File: config.mk
export PLATFORM = sky130hd
export DESIGN_NAME = ascc_axis_ctrl
export DESIGN_NICKNAME = d
export VERILOG_FILES = /design/src/hdl/ascc_pkg.sv /design/src/hdl/ascc_stop_sel.sv /design/src/hdl/ascc_traj.sv /design/src/hdl/ascc_axis_ctrl.sv
export SDC_FILE = /design/constraint.sdc
export NUM_CORES = 1
export LEC_CHECK = 0
export BUFFER_PORTS_ARGS = -buffer_cell sky130_fd_sc_hd__buf_4
export CORE_MARGIN = 5
export CORE_UTILIZATION = 63
export CTS_BUF_LIST = sky130_fd_sc_hd__clkbuf_16
export CTS_CLUSTER_SIZE = 25
export DETAILED_ROUTE_END_ITERATION = 10
export GPL_TIMING_DRIVEN = 0
export PLACE_DENSITY = 0.82
export SLEW_MARGIN = 20
export SYNTH_ARGS = -nofsm -noshare
export SYNTH_HDL_FRONTEND = slang
export SYNTH_SLANG_ARGS = --single-unit
File: constraint.sdc
create_clock -name ref_clk -period 5.65 [get_ports ref_clk]
set_clock_uncertainty 0.1 [all_clocks]
set_input_delay 0.8475 -clock ref_clk [delete_from_list [all_inputs] [get_ports ref_clk]]
set_output_delay 0.8475 -clock ref_clk [all_outputs]
set_load 0.005 [all_outputs]
File: src/hdl/ascc_pkg.sv
// constants and types shared by the axis start/stop control files
// assumes a single 200 MHz clock domain and an APB register bus
`default_nettype none
package ascc_pkg;
   // register byte offsets
   localparam logic [7:0] OFS_CMD = 8'h00;
   localparam logic [7:0] OFS_CFG = 8'h04;
   localparam logic [7:0] OFS_STOPMODE = 8'h08;
   localparam logic [7:0] OFS_VEL = 8'h0C;
   localparam logic [7:0] OFS_ACC = 8'h10;
   localparam logic [7:0] OFS_TARGET = 8'h14;
   localparam logic [7:0] OFS_STATUS = 8'h18;
   localparam logic [7:0] OFS_POS = 8'h1C;
   // command register bits (write one to issue)
   localparam int CMD_START = 0;
   localparam int CMD_STOP = 1;
   localparam int CMD_HOME = 2;
   // configuration register bits
   localparam int CFG_SERVO = 0;
   localparam int CFG_CLOSED = 1;
   localparam int CFG_FWD_EN = 2;
   localparam int CFG_REV_EN = 3;
   localparam int CFG_HOME_EN = 4;
   localparam int CFG_W = 5;
   localparam logic [CFG_W-1:0] CFG_RESET = 5'h00;
   // status register bits
   localparam int ST_MOVING = 0;
   localparam int ST_DONE = 1;
   localparam int ST_KILLED = 2;
   localparam int ST_HOMING = 3;
   localparam int ST_REFUSED = 4;
   localparam int ST_DIR = 5;
   // stop mode word fields
   localparam int SM_CMD_LSB = 0;
   localparam int SM_HOME_LSB = 8;
   localparam logic [7:0] STOP_CODE_ZERO = 8'h00;
   localparam logic [7:0] STOP_CODE_DECEL = 8'h01;
   localparam logic [7:0] STOP_CODE_HALT = 8'h02;
   localparam logic [7:0] STOP_CODE_KILL = 8'h03;
   localparam logic [7:0] STOP_CODE_RESET = 8'h02;
   // widths
   localparam int VEL_W = 16;
   localparam int POS_W = 32;
   typedef enum logic [1:0]
   {
      STOP_NONE = 2'b00,
      STOP_DECEL = 2'b01,
      STOP_HALT = 2'b11,
      STOP_KILL = 2'b10
   } ascc_stop_t;
   typedef enum logic [1:0]
   {
      TR_IDLE = 2'b00,
      TR_RUN = 2'b01,
      TR_DECEL = 2'b11
   } ascc_trstate_t;
endpackage
`default_nettype wire

File: src/hdl/ascc_stop_sel.sv
// one stored stop-type byte with its decode
// assumes the writer presents a byte together with a one-cycle write enable
`timescale 1ns/1ps
`default_nettype none
module ascc_stop_sel
(
   // clock and reset
   input wire logic refClk,
   input wire logic srst,
   // byte write
   input wire logic wrEn,
   input wire logic [7:0] wrByte,
   // stored code and decoded type
   output logic [7:0] code,
   output var ascc_pkg::ascc_stop_t kind
);
   typedef struct packed
   {
      logic [7:0] code;
   } ascc_sel_t;
   ascc_sel_t s;
   ascc_sel_t next_s;
   always_comb
   begin
      next_s = s;
      // unknown codes leave the held type unchanged
      if (wrEn && wrByte <= ascc_pkg::STOP_CODE_KILL)
      begin
         next_s.code = wrByte;
      end
   end
   always_ff @(posedge refClk)
   begin
      if (srst)
      begin
         s.code <= ascc_pkg::STOP_CODE_RESET;
      end
      else
      begin
         s <= next_s;
      end
   end
   assign code = s.code;
   always_comb
   begin
      case (s.code)
         ascc_pkg::STOP_CODE_DECEL: kind = ascc_pkg::STOP_DECEL;
         ascc_pkg::STOP_CODE_KILL: kind = ascc_pkg::STOP_KILL;
         default: kind = ascc_pkg::STOP_HALT;
      endcase
   end
endmodule
`default_nettype wire

File: src/hdl/ascc_traj.sv
// minimal trajectory integrator: ramps up, runs to target, decelerates or halts
// assumes start, decel and halt are one-cycle pulses; halt beats start and decel
`timescale 1ns/1ps
`default_nettype none
module ascc_traj
(
   // clock and reset
   input wire logic refClk,
   input wire logic srst,
   // requests
   input wire logic start,
   input wire logic loadAcc,
   input wire logic [ascc_pkg::POS_W-1:0] startTarget,
   input wire logic [ascc_pkg::VEL_W-1:0] startVel,
   input wire logic [ascc_pkg::VEL_W-1:0] startAcc,
   input wire logic decel,
   input wire logic halt,
   // trajectory state
   output logic [ascc_pkg::POS_W-1:0] pos,
   output logic [ascc_pkg::VEL_W-1:0] vel,
   output logic dir,
   output logic moving
);
   typedef struct packed
   {
      ascc_pkg::ascc_trstate_t state;
      logic [ascc_pkg::POS_W-1:0] pos;
      logic [ascc_pkg::VEL_W-1:0] vel;
      logic [ascc_pkg::VEL_W-1:0] velTarget;
      logic [ascc_pkg::VEL_W-1:0] acc;
      logic [ascc_pkg::POS_W-1:0] target;
      logic dir;
   } ascc_tr_t;
   ascc_tr_t s;
   ascc_tr_t next_s;
   logic signed [ascc_pkg::POS_W:0] remain;
   logic [ascc_pkg::VEL_W:0] velSum;
   always_comb
   begin
      next_s = s;
      remain = s.dir ? ($signed({s.target[ascc_pkg::POS_W-1], s.target})
         - $signed({s.pos[ascc_pkg::POS_W-1], s.pos}))
         : ($signed({s.pos[ascc_pkg::POS_W-1], s.pos})
         - $signed({s.target[ascc_pkg::POS_W-1], s.target}));
      velSum = {1'b0, s.vel} + {1'b0, s.acc};
      case (s.state)
         ascc_pkg::TR_IDLE:
         begin
            next_s.vel = '0;
         end
         ascc_pkg::TR_RUN:
         begin
            if (remain <= $signed({{(ascc_pkg::POS_W-ascc_pkg::VEL_W+1){1'b0}}, s.vel}))
            begin
               next_s.pos = s.target;
               next_s.vel = '0;
               next_s.state = ascc_pkg::TR_IDLE;
            end
            else
            begin
               next_s.pos = s.dir ? s.pos + {{(ascc_pkg::POS_W-ascc_pkg::VEL_W){1'b0}}, s.vel}
                  : s.pos - {{(ascc_pkg::POS_W-ascc_pkg::VEL_W){1'b0}}, s.vel};
               if (velSum[ascc_pkg::VEL_W-1:0] < s.velTarget && !velSum[ascc_pkg::VEL_W])
               begin
                  next_s.vel = velSum[ascc_pkg::VEL_W-1:0];
               end
               else
               begin
                  next_s.vel = s.velTarget;
               end
            end
         end
         ascc_pkg::TR_DECEL:
         begin
            next_s.pos = s.dir ? s.pos + {{(ascc_pkg::POS_W-ascc_pkg::VEL_W){1'b0}}, s.vel}
               : s.pos - {{(ascc_pkg::POS_W-ascc_pkg::VEL_W){1'b0}}, s.vel};
            if (s.vel <= s.acc || s.acc == '0)
            begin
               next_s.vel = '0;
               next_s.state = ascc_pkg::TR_IDLE;
            end
            else
            begin
               next_s.vel = s.vel - s.acc;
            end
         end
         default:
         begin
            next_s.state = ascc_pkg::TR_IDLE;
         end
      endcase
      if (start)
      begin
         next_s.target = startTarget;
         next_s.velTarget = startVel;
         if (loadAcc)
         begin
            next_s.acc = startAcc;
         end
         next_s.dir = $signed(startTarget) >= $signed(s.pos);
         next_s.state = ascc_pkg::TR_RUN;
      end
      if (decel && s.state != ascc_pkg::TR_IDLE)
      begin
         next_s.state = ascc_pkg::TR_DECEL;
      end
      if (halt)
      begin
         next_s.vel = '0;
         next_s.state = ascc_pkg::TR_IDLE;
      end
   end
   always_ff @(posedge refClk)
   begin
      if (srst)
      begin
         s <= '0;
      end
      else
      begin
         s <= next_s;
      end
   end
   assign pos = s.pos;
   assign vel = s.vel;
   assign dir = s.dir;
   assign moving = s.state != ascc_pkg::TR_IDLE;
endmodule
`default_nettype wire

File: src/hdl/ascc_axis_ctrl.sv
// axis start/stop control top: APB registers, stop arbitration, start checks
// assumes APB master per APB3, switch inputs synchronous to refClk, active high
//
// Local design decisions: the register offsets and the APB slave port.
`timescale 1ns/1ps
`default_nettype none
module ascc_axis_ctrl
(
   // clock and reset
   input wire logic ref_clk,
   input wire logic srst,
   // apb slave
   input wire logic psel,
   input wire logic penable,
   input wire logic pwrite,
   input wire logic [7:0] paddr,
   input wire logic [31:0] pwdata,
   output logic [31:0] prdata,
   output logic pready,
   output logic pslverr,
   // switches and loop feedback
   input wire logic fwdLimit,
   input wire logic revLimit,
   input wire logic homeSwitch,
   input wire logic followErr,
   // motor driver and command buffer side
   output logic inhibit,
   output logic signed [16:0] motorCtrl,
   output logic cmdPurge,
   output logic moveComplete
);
   typedef struct packed
   {
      logic [31:0] prdata;
      logic pready;
      logic pslverr;
      logic [ascc_pkg::CFG_W-1:0] cfg;
      logic [ascc_pkg::VEL_W-1:0] ldVel;
      logic [ascc_pkg::VEL_W-1:0] ldAcc;
      logic [ascc_pkg::POS_W-1:0] ldTarget;
      logic goStart;
      logic goStop;
      logic goHome;
      logic fwdPrev;
      logic revPrev;
      logic homePrev;
      logic wasMoving;
      logic homing;
      logic moveDone;
      logic refused;
      logic killed;
      logic purge;
      logic signed [16:0] motorCtrl;
   } ascc_top_t;
   ascc_top_t s;
   ascc_top_t next_s;
   // bus decode
   logic access;
   logic wrAcc;
   logic mapped;
   logic wrStopMode;
   // stop type storage
   logic [7:0] cmdCode;
   logic [7:0] homeCode;
   ascc_pkg::ascc_stop_t cmdKind;
   ascc_pkg::ascc_stop_t homeKind;
   // trajectory
   logic trStart;
   logic trLoadAcc;
   logic trDecel;
   logic trHalt;
   logic [ascc_pkg::POS_W-1:0] trPos;
   logic [ascc_pkg::VEL_W-1:0] trVel;
   logic trDir;
   logic trMoving;
   // stop arbitration
   ascc_pkg::ascc_stop_t stopReq;
   logic limFwdEdge;
   logic limRevEdge;
   logic homeEdge;
   logic wantStart;
   logic newDir;
   logic blocked;
   logic servo;
   logic [31:0] status;

   assign access = psel && penable && !s.pready;
   assign wrAcc = access && pwrite;
   assign wrStopMode = wrAcc && paddr == ascc_pkg::OFS_STOPMODE;
   assign servo = s.cfg[ascc_pkg::CFG_SERVO];

   always_comb
   begin
      case (paddr)
         ascc_pkg::OFS_CMD,
         ascc_pkg::OFS_CFG,
         ascc_pkg::OFS_STOPMODE,
         ascc_pkg::OFS_VEL,
         ascc_pkg::OFS_ACC,
         ascc_pkg::OFS_TARGET,
         ascc_pkg::OFS_STATUS,
         ascc_pkg::OFS_POS: mapped = 1'b1;
         default: mapped = 1'b0;
      endcase
   end

   // commanded-stop byte and home-switch byte, stored separately
   ascc_stop_sel u_cmdSel
   (
      .refClk(ref_clk),
      .srst(srst),
      .wrEn(wrStopMode),
      .wrByte(pwdata[ascc_pkg::SM_CMD_LSB +: 8]),
      .code(cmdCode),
      .kind(cmdKind)
   );

   ascc_stop_sel u_homeSel
   (
      .refClk(ref_clk),
      .srst(srst),
      .wrEn(wrStopMode),
      .wrByte(pwdata[ascc_pkg::SM_HOME_LSB +: 8]),
      .code(homeCode),
      .kind(homeKind)
   );

   ascc_traj u_traj
   (
      .refClk(ref_clk),
      .srst(srst),
      .start(trStart),
      .loadAcc(trLoadAcc),
      .startTarget(s.ldTarget),
      .startVel(s.ldVel),
      .startAcc(s.ldAcc),
      .decel(trDecel),
      .halt(trHalt),
      .pos(trPos),
      .vel(trVel),
      .dir(trDir),
      .moving(trMoving)
   );

   // switch edges; only an enabled input counts
   assign limFwdEdge = fwdLimit && !s.fwdPrev && s.cfg[ascc_pkg::CFG_FWD_EN];
   assign limRevEdge = revLimit && !s.revPrev && s.cfg[ascc_pkg::CFG_REV_EN];
   assign homeEdge = homeSwitch && !s.homePrev && s.cfg[ascc_pkg::CFG_HOME_EN];

   // most severe cause wins
   always_comb
   begin
      stopReq = ascc_pkg::STOP_NONE;
      if ((s.goStop && cmdKind == ascc_pkg::STOP_DECEL)
         || (s.homing && homeEdge && homeKind == ascc_pkg::STOP_DECEL))
      begin
         stopReq = ascc_pkg::STOP_DECEL;
      end
      if ((s.goStop && cmdKind == ascc_pkg::STOP_HALT)
         || (s.homing && homeEdge && homeKind == ascc_pkg::STOP_HALT)
         || limFwdEdge || limRevEdge
         || (!s.homing && homeEdge))
      begin
         stopReq = ascc_pkg::STOP_HALT;
      end
      if ((s.goStop && cmdKind == ascc_pkg::STOP_KILL)
         || (s.homing && homeEdge && homeKind == ascc_pkg::STOP_KILL)
         || (s.cfg[ascc_pkg::CFG_CLOSED] && followErr))
      begin
         stopReq = ascc_pkg::STOP_KILL;
      end
   end

   assign trHalt = stopReq == ascc_pkg::STOP_HALT || stopReq == ascc_pkg::STOP_KILL;
   assign trDecel = stopReq == ascc_pkg::STOP_DECEL;

   // start checks
   assign wantStart = s.goStart || s.goHome;
   assign newDir = $signed(s.ldTarget) >= $signed(trPos);
   assign blocked = (newDir && fwdLimit && s.cfg[ascc_pkg::CFG_FWD_EN])
      || (!newDir && revLimit && s.cfg[ascc_pkg::CFG_REV_EN]);
   // loaded registers are held, so a bare start reuses them
   assign trStart = wantStart && !blocked && stopReq == ascc_pkg::STOP_NONE
      && !(trMoving && !servo);
   assign trLoadAcc = !(servo && trMoving);

   always_comb
   begin
      status = '0;
      status[ascc_pkg::ST_MOVING] = trMoving;
      status[ascc_pkg::ST_DONE] = s.moveDone;
      status[ascc_pkg::ST_KILLED] = s.killed;
      status[ascc_pkg::ST_HOMING] = s.homing;
      status[ascc_pkg::ST_REFUSED] = s.refused;
      status[ascc_pkg::ST_DIR] = trDir;
   end

   always_comb
   begin
      next_s = s;
      // apb: one wait state, answer registered
      next_s.pready = access;
      next_s.pslverr = access && !mapped;
      next_s.prdata = '0;
      next_s.goStart = 1'b0;
      next_s.goStop = 1'b0;
      next_s.goHome = 1'b0;
      if (access && !pwrite)
      begin
         case (paddr)
            ascc_pkg::OFS_CFG: next_s.prdata = {{(32-ascc_pkg::CFG_W){1'b0}}, s.cfg};
            ascc_pkg::OFS_STOPMODE: next_s.prdata = {16'h0000, homeCode, cmdCode};
            ascc_pkg::OFS_VEL: next_s.prdata = {16'h0000, s.ldVel};
            ascc_pkg::OFS_ACC: next_s.prdata = {16'h0000, s.ldAcc};
            ascc_pkg::OFS_TARGET: next_s.prdata = s.ldTarget;
            ascc_pkg::OFS_STATUS: next_s.prdata = status;
            ascc_pkg::OFS_POS: next_s.prdata = trPos;
            default: next_s.prdata = '0;
         endcase
      end
      if (wrAcc)
      begin
         case (paddr)
            ascc_pkg::OFS_CMD:
            begin
               next_s.goStart = pwdata[ascc_pkg::CMD_START];
               next_s.goStop = pwdata[ascc_pkg::CMD_STOP];
               next_s.goHome = pwdata[ascc_pkg::CMD_HOME];
            end
            ascc_pkg::OFS_CFG: next_s.cfg = pwdata[ascc_pkg::CFG_W-1:0];
            ascc_pkg::OFS_VEL: next_s.ldVel = pwdata[ascc_pkg::VEL_W-1:0];
            ascc_pkg::OFS_ACC: next_s.ldAcc = pwdata[ascc_pkg::VEL_W-1:0];
            ascc_pkg::OFS_TARGET: next_s.ldTarget = pwdata;
            default: next_s.cfg = s.cfg;
         endcase
      end
      next_s.fwdPrev = fwdLimit;
      next_s.revPrev = revLimit;
      next_s.homePrev = homeSwitch;
      next_s.wasMoving = trMoving;
      // home seek runs from an accepted home command until any stop or arrival
      if (s.homing && (stopReq != ascc_pkg::STOP_NONE || (s.wasMoving && !trMoving)))
      begin
         next_s.homing = 1'b0;
      end
      if (s.goHome && trStart)
      begin
         next_s.homing = 1'b1;
      end
      // refusal flag: cleared by the next start attempt, set wins
      if (wantStart)
      begin
         next_s.refused = !trStart;
      end
      // move complete: clear on accepted start, set on end of motion
      if (trStart)
      begin
         next_s.moveDone = 1'b0;
      end
      if (s.wasMoving && !trMoving)
      begin
         next_s.moveDone = 1'b1;
      end
      // a commanded halt or decelerate stop releases the killed state
      if (s.goStop && cmdKind != ascc_pkg::STOP_KILL)
      begin
         next_s.killed = 1'b0;
      end
      next_s.purge = 1'b0;
      if (stopReq == ascc_pkg::STOP_KILL)
      begin
         next_s.killed = 1'b1;
         next_s.purge = 1'b1;
      end
      // signed drive command; zero on stepper axes and while killed
      if (servo && !next_s.killed && !trHalt)
      begin
         next_s.motorCtrl = trDir ? $signed({1'b0, trVel}) : -$signed({1'b0, trVel});
      end
      else
      begin
         next_s.motorCtrl = '0;
      end
   end

   always_ff @(posedge ref_clk)
   begin
      if (srst)
      begin
         s <= '0;
         s.cfg <= ascc_pkg::CFG_RESET;
      end
      else
      begin
         s <= next_s;
      end
   end

   assign prdata = s.prdata;
   assign pready = s.pready;
   assign pslverr = s.pslverr;
   assign inhibit = s.killed;
   assign motorCtrl = s.motorCtrl;
   assign cmdPurge = s.purge;
   assign moveComplete = s.moveDone;
endmodule
`default_nettype wire

==> summary.md <==
| Metric | Value |
|---|---|
| Via Count | 19,700 |
| WP data arrival | 5980 ps |
| Post-Syn Area per Cell | 7.79 sq um |
| EDFF count, synth | 0 |
| DP Area | 20,100 sq um |
| Num CTS Buffers | 28 |
| Die H | 183 um |
| CP max stage cell | and2_1 |
| Antenna violations before repair | 0 |
| Flop pwr share | 0.473 |
| Worst-path clk slew | 60 ps |
| Most frequent cell after synthesis | nand2_1 |
| WP data required | 5950 ps |
| Max Cap Viol | 0 |
| Max IR drop VDD | 0.294 mV |
| Combinational Power Share | 0.035 |
| Sw Share | 0.228 |
| Share of the synthesized area in the top cell type | 0.279 |
| I/O pins | 103 |
| Final worst path period need | 5680 ps |
| H-tree Lvls | 1 |
| Final hold violations | 0 |
| Ant. Diodes | 0 |
| Worst rel slew slack | 0.258 |
| Starting DRT DRC Count | 2,806 |
| Synth area leader | dfxtp_1 |
| Die footprint | 33,500 sq um |
| FP Rows | 63 |
| Register bit total from synthesis | 263 |
| Internal Power | 0.00302 W |
| Setup TNS | -44.0 ps |
| First-pass GRT wire length | 105 mm |
| Total congestion overflow | 0 |
| Routed WL | 68.8 mm |
| Area of the multi-input gates | 12,600 sq um |
| Status | finished with violations |
| # nets final | 2,817 |
| Achievable Freq | 176 MHz |
| Power Density | 180 nW/um^2 |
| Tcrit/Tclk final | 1.01 |
| Hold_buf cts | 0 |
| Count of final setup violators | 2 |
| Cell count after synthesis | 2,422 |
| Syn_nets | 2,672 |
| Pins over their slew limit | 0 |
| Worst Hold Class | in -> reg |
| DR vias/cell | 6.61 |
| P_leak | 8.86 nW |
| CP Launch Type | flop |
| CP Max Fanout | 10 |
| Top cells by area, synth | dfxtp_1, ha_1, a21oi_1 |
| DRT Pass-1 Iters | 10 |
| Asr flop ratio synth | 0 |
| DP HPWL | 53.9 mm |
| Crit-path cells | nor4_1 > and3_2 > and2_1 > a31oi_1 > xnor2_1 > ha_1 > nand4_1 > or3_1 > o22ai_1 > nand2_1 > a31oi_1 > a21o_1 > a21oi_1 > o21bai_1 > a21oi_1 > xnor2_1 > o22ai_1 |
| Violated checks | setup timing |
| Clk Latency, worst-skew pair | 600 ps |
| Initial Util | 0.636 |
| CTS tree | built |
| Psw | 0.000894 W |
| Vias in the first global route | 18,700 |
| Post-route ant nets | 0 |
| Top FF cell, synth | dfxtp_1 |
| Die X | 183 um |
| Port bufs | 99 |
| Final WS setup | -31.0 ps |
| Largest net degree at the start of global routing | 17 |
| Critical path class | reg -> reg |
| Core Area | 29,600 sq um |
| Unique masters post-synth | 84 |
| Finished Cell Area | 21,800 sq um |
| CTS Sinks | 263 |
| Clock share of power | 0.492 |
| Final core utilization | 0.735 |
| Sequential cell area | 5310 sq um |
| Commonest cells post-synth | nand2_1, a21oi_1, dfxtp_1, ha_1, nor2_1 |
| GPL Wtd Cong | 1.04 |
| Max incr delay on CP | 610 ps |
| Warnings from Yosys | 0 |
| # fillers | 2,351 |
| # DRC | 0 |
| Longest Clk Path Bufs | 3 |
| Seq/Total Area, Yosys | 0.279 |
| Critical Path Sink Type | flop |
| RSZ-0062 raised after global routing | true |
| Area added between synthesis and finish | 15.4% |
| Drt wl/cell | 23.1 um |
| Synth Cell Area | 18,900 sq um |
| Clk root buf | clkbuf_16 |
| Layout cells sized above 1 | 0.148 |
| Measured slew at the worst slew-check pin | 1080 ps |
| GRT Util Overall | 0.395 |
## power groups by stage
stage	combinational [W]	sequential, W	clock (W)
2_1_floorplan	0.0000581	0.00190	0
3_3_place_gp	0.000124	0.00190	0
3_5_place_dp	0.000126	0.00190	0
4_1_cts	0.000129	0.00186	0.00192
5_1_grt	0.000139	0.00185	0.00201
6_report	0.000136	0.00185	0.00193
## flip-flops by register name, indices dropped and copies added, names as in the netlist
| register | cells |
|---|---|
| u_homeSel.code | 8 |
| moveComplete | 1 |
| u_traj.vel | 16 |
| pslverr | 1 |
| u_cmdSel.code | 8 |
| motorCtrl | 17 |
| u_traj.pos | 32 |
| pready | 1 |
| s | 78 |
| inhibit | 1 |
| u_traj.s | 66 |
| cmdPurge | 1 |
| prdata | 32 |
| u_traj.dir | 1 |
## per-layer routing
layer,up-vias,part of all wire,GRT usage
met5,-,0,0
met4,0,0.052,0.166
met1,9161,0.40,0.551
met3,262,0.14,0.0865
li1,8897,-,-
met2,1369,0.41,0.591
## final timing paths
path | start | endpoint | slack [ps] | cells past startpoint
max | u_traj.vel[7]$_SDFFE_PP0P_ | u_traj.pos[31]$_SDFFE_PP0P_ | -30 | 17
min | fwdLimit | s[25]$_SDFF_PP0_ | 380 | 2
max reg2reg | u_traj.vel[7]$_SDFFE_PP0P_ | u_traj.pos[31]$_SDFFE_PP0P_ | -30 | 17
min reg2reg | s[90]$_SDFFE_PP0P_ | s[90]$_SDFFE_PP0P_ | 380 | 2
## timing repair
item,CTS,global route
resized for setup,88,100
buffers inserted,4,16
endpoints found under the setup margin,49,49
pin swaps,14,19
## critical path: cells and delay by family, from the launching register on
kind,cells,cell delay (ps)
adder cells (fa/ha/maj),1,300
XOR/XNOR,2,570
flip-flops,1,420
AO/OA/AOI/OAI,8,1720
AND/OR/NAND/NOR,6,2400
## stage by stage
step / std cells / worst slack [ps] / total power (W) / hold slack [ps]
3_3_place_gp: 2911 / -1260 / 0.00202 / 363
5_1_grt: 2977 / -83.6 / 0.00400 / 381
6_report: 2977 / -31.0 / 0.00392 / 383
4_1_cts: 2963 / 2.61 / 0.00390 / 377
2_1_floorplan: 2422 / 700 / 0.00196 / 340
3_5_place_dp: 2911 / -1340 / 0.00202 / 368
## layout make-up
type,instances,area share
Clock buffer,28,0.0322
Buffer,180,0.0455
Inverter,152,0.0264
Clock inverter,22,0.0115
Timing Repair Buffer,118,0.0407
Tap cell,390,0.0224
Multi-Input combinational cell,1824,0.577
Sequential cell,263,0.244
## cell families (layout without fill, tap and decap cells)
kind of cell             count (synthesis)  in the layout  synth area share
buffers and inverters                  335            500            0.0786
flip-flops                             263            263             0.279
XOR/XNOR                                87             87            0.0404
AO/OA/AOI/OAI                          760            760             0.256
adder cells (fa/ha/maj)                201            201             0.135
multiplexers                            65             65            0.0362
AND/OR/NAND/NOR                        711            711             0.175
## cell usage in the layout, fill, tap and decap left out, drive strengths merged, types with 14 or more instances in the layout
master | Yosys | final
xnor2 | 63 | 63
nand2b | 15 | 15
a222oi | 22 | 22
o21bai | 20 | 20
inv | 151 | 157
buf | 78 | 195
nor2b | 41 | 41
a211oi | 43 | 43
a31oi | 35 | 35
dfxtp | 263 | 263
nand2 | 291 | 291
o21ai | 154 | 154
xor2 | 24 | 24
nand4 | 32 | 32
mux2i | 42 | 42
o21a | 21 | 21
nor2 | 171 | 171
nor4 | 14 | 14
nor3 | 36 | 36
and2 | 25 | 25
nand3 | 33 | 33
mux2 | 23 | 23
a21o | 34 | 34
clkbuf | 105 | 131
a21oi | 286 | 286
ha | 196 | 196
a22oi | 48 | 48
Power figures use the tool's default switching activity.
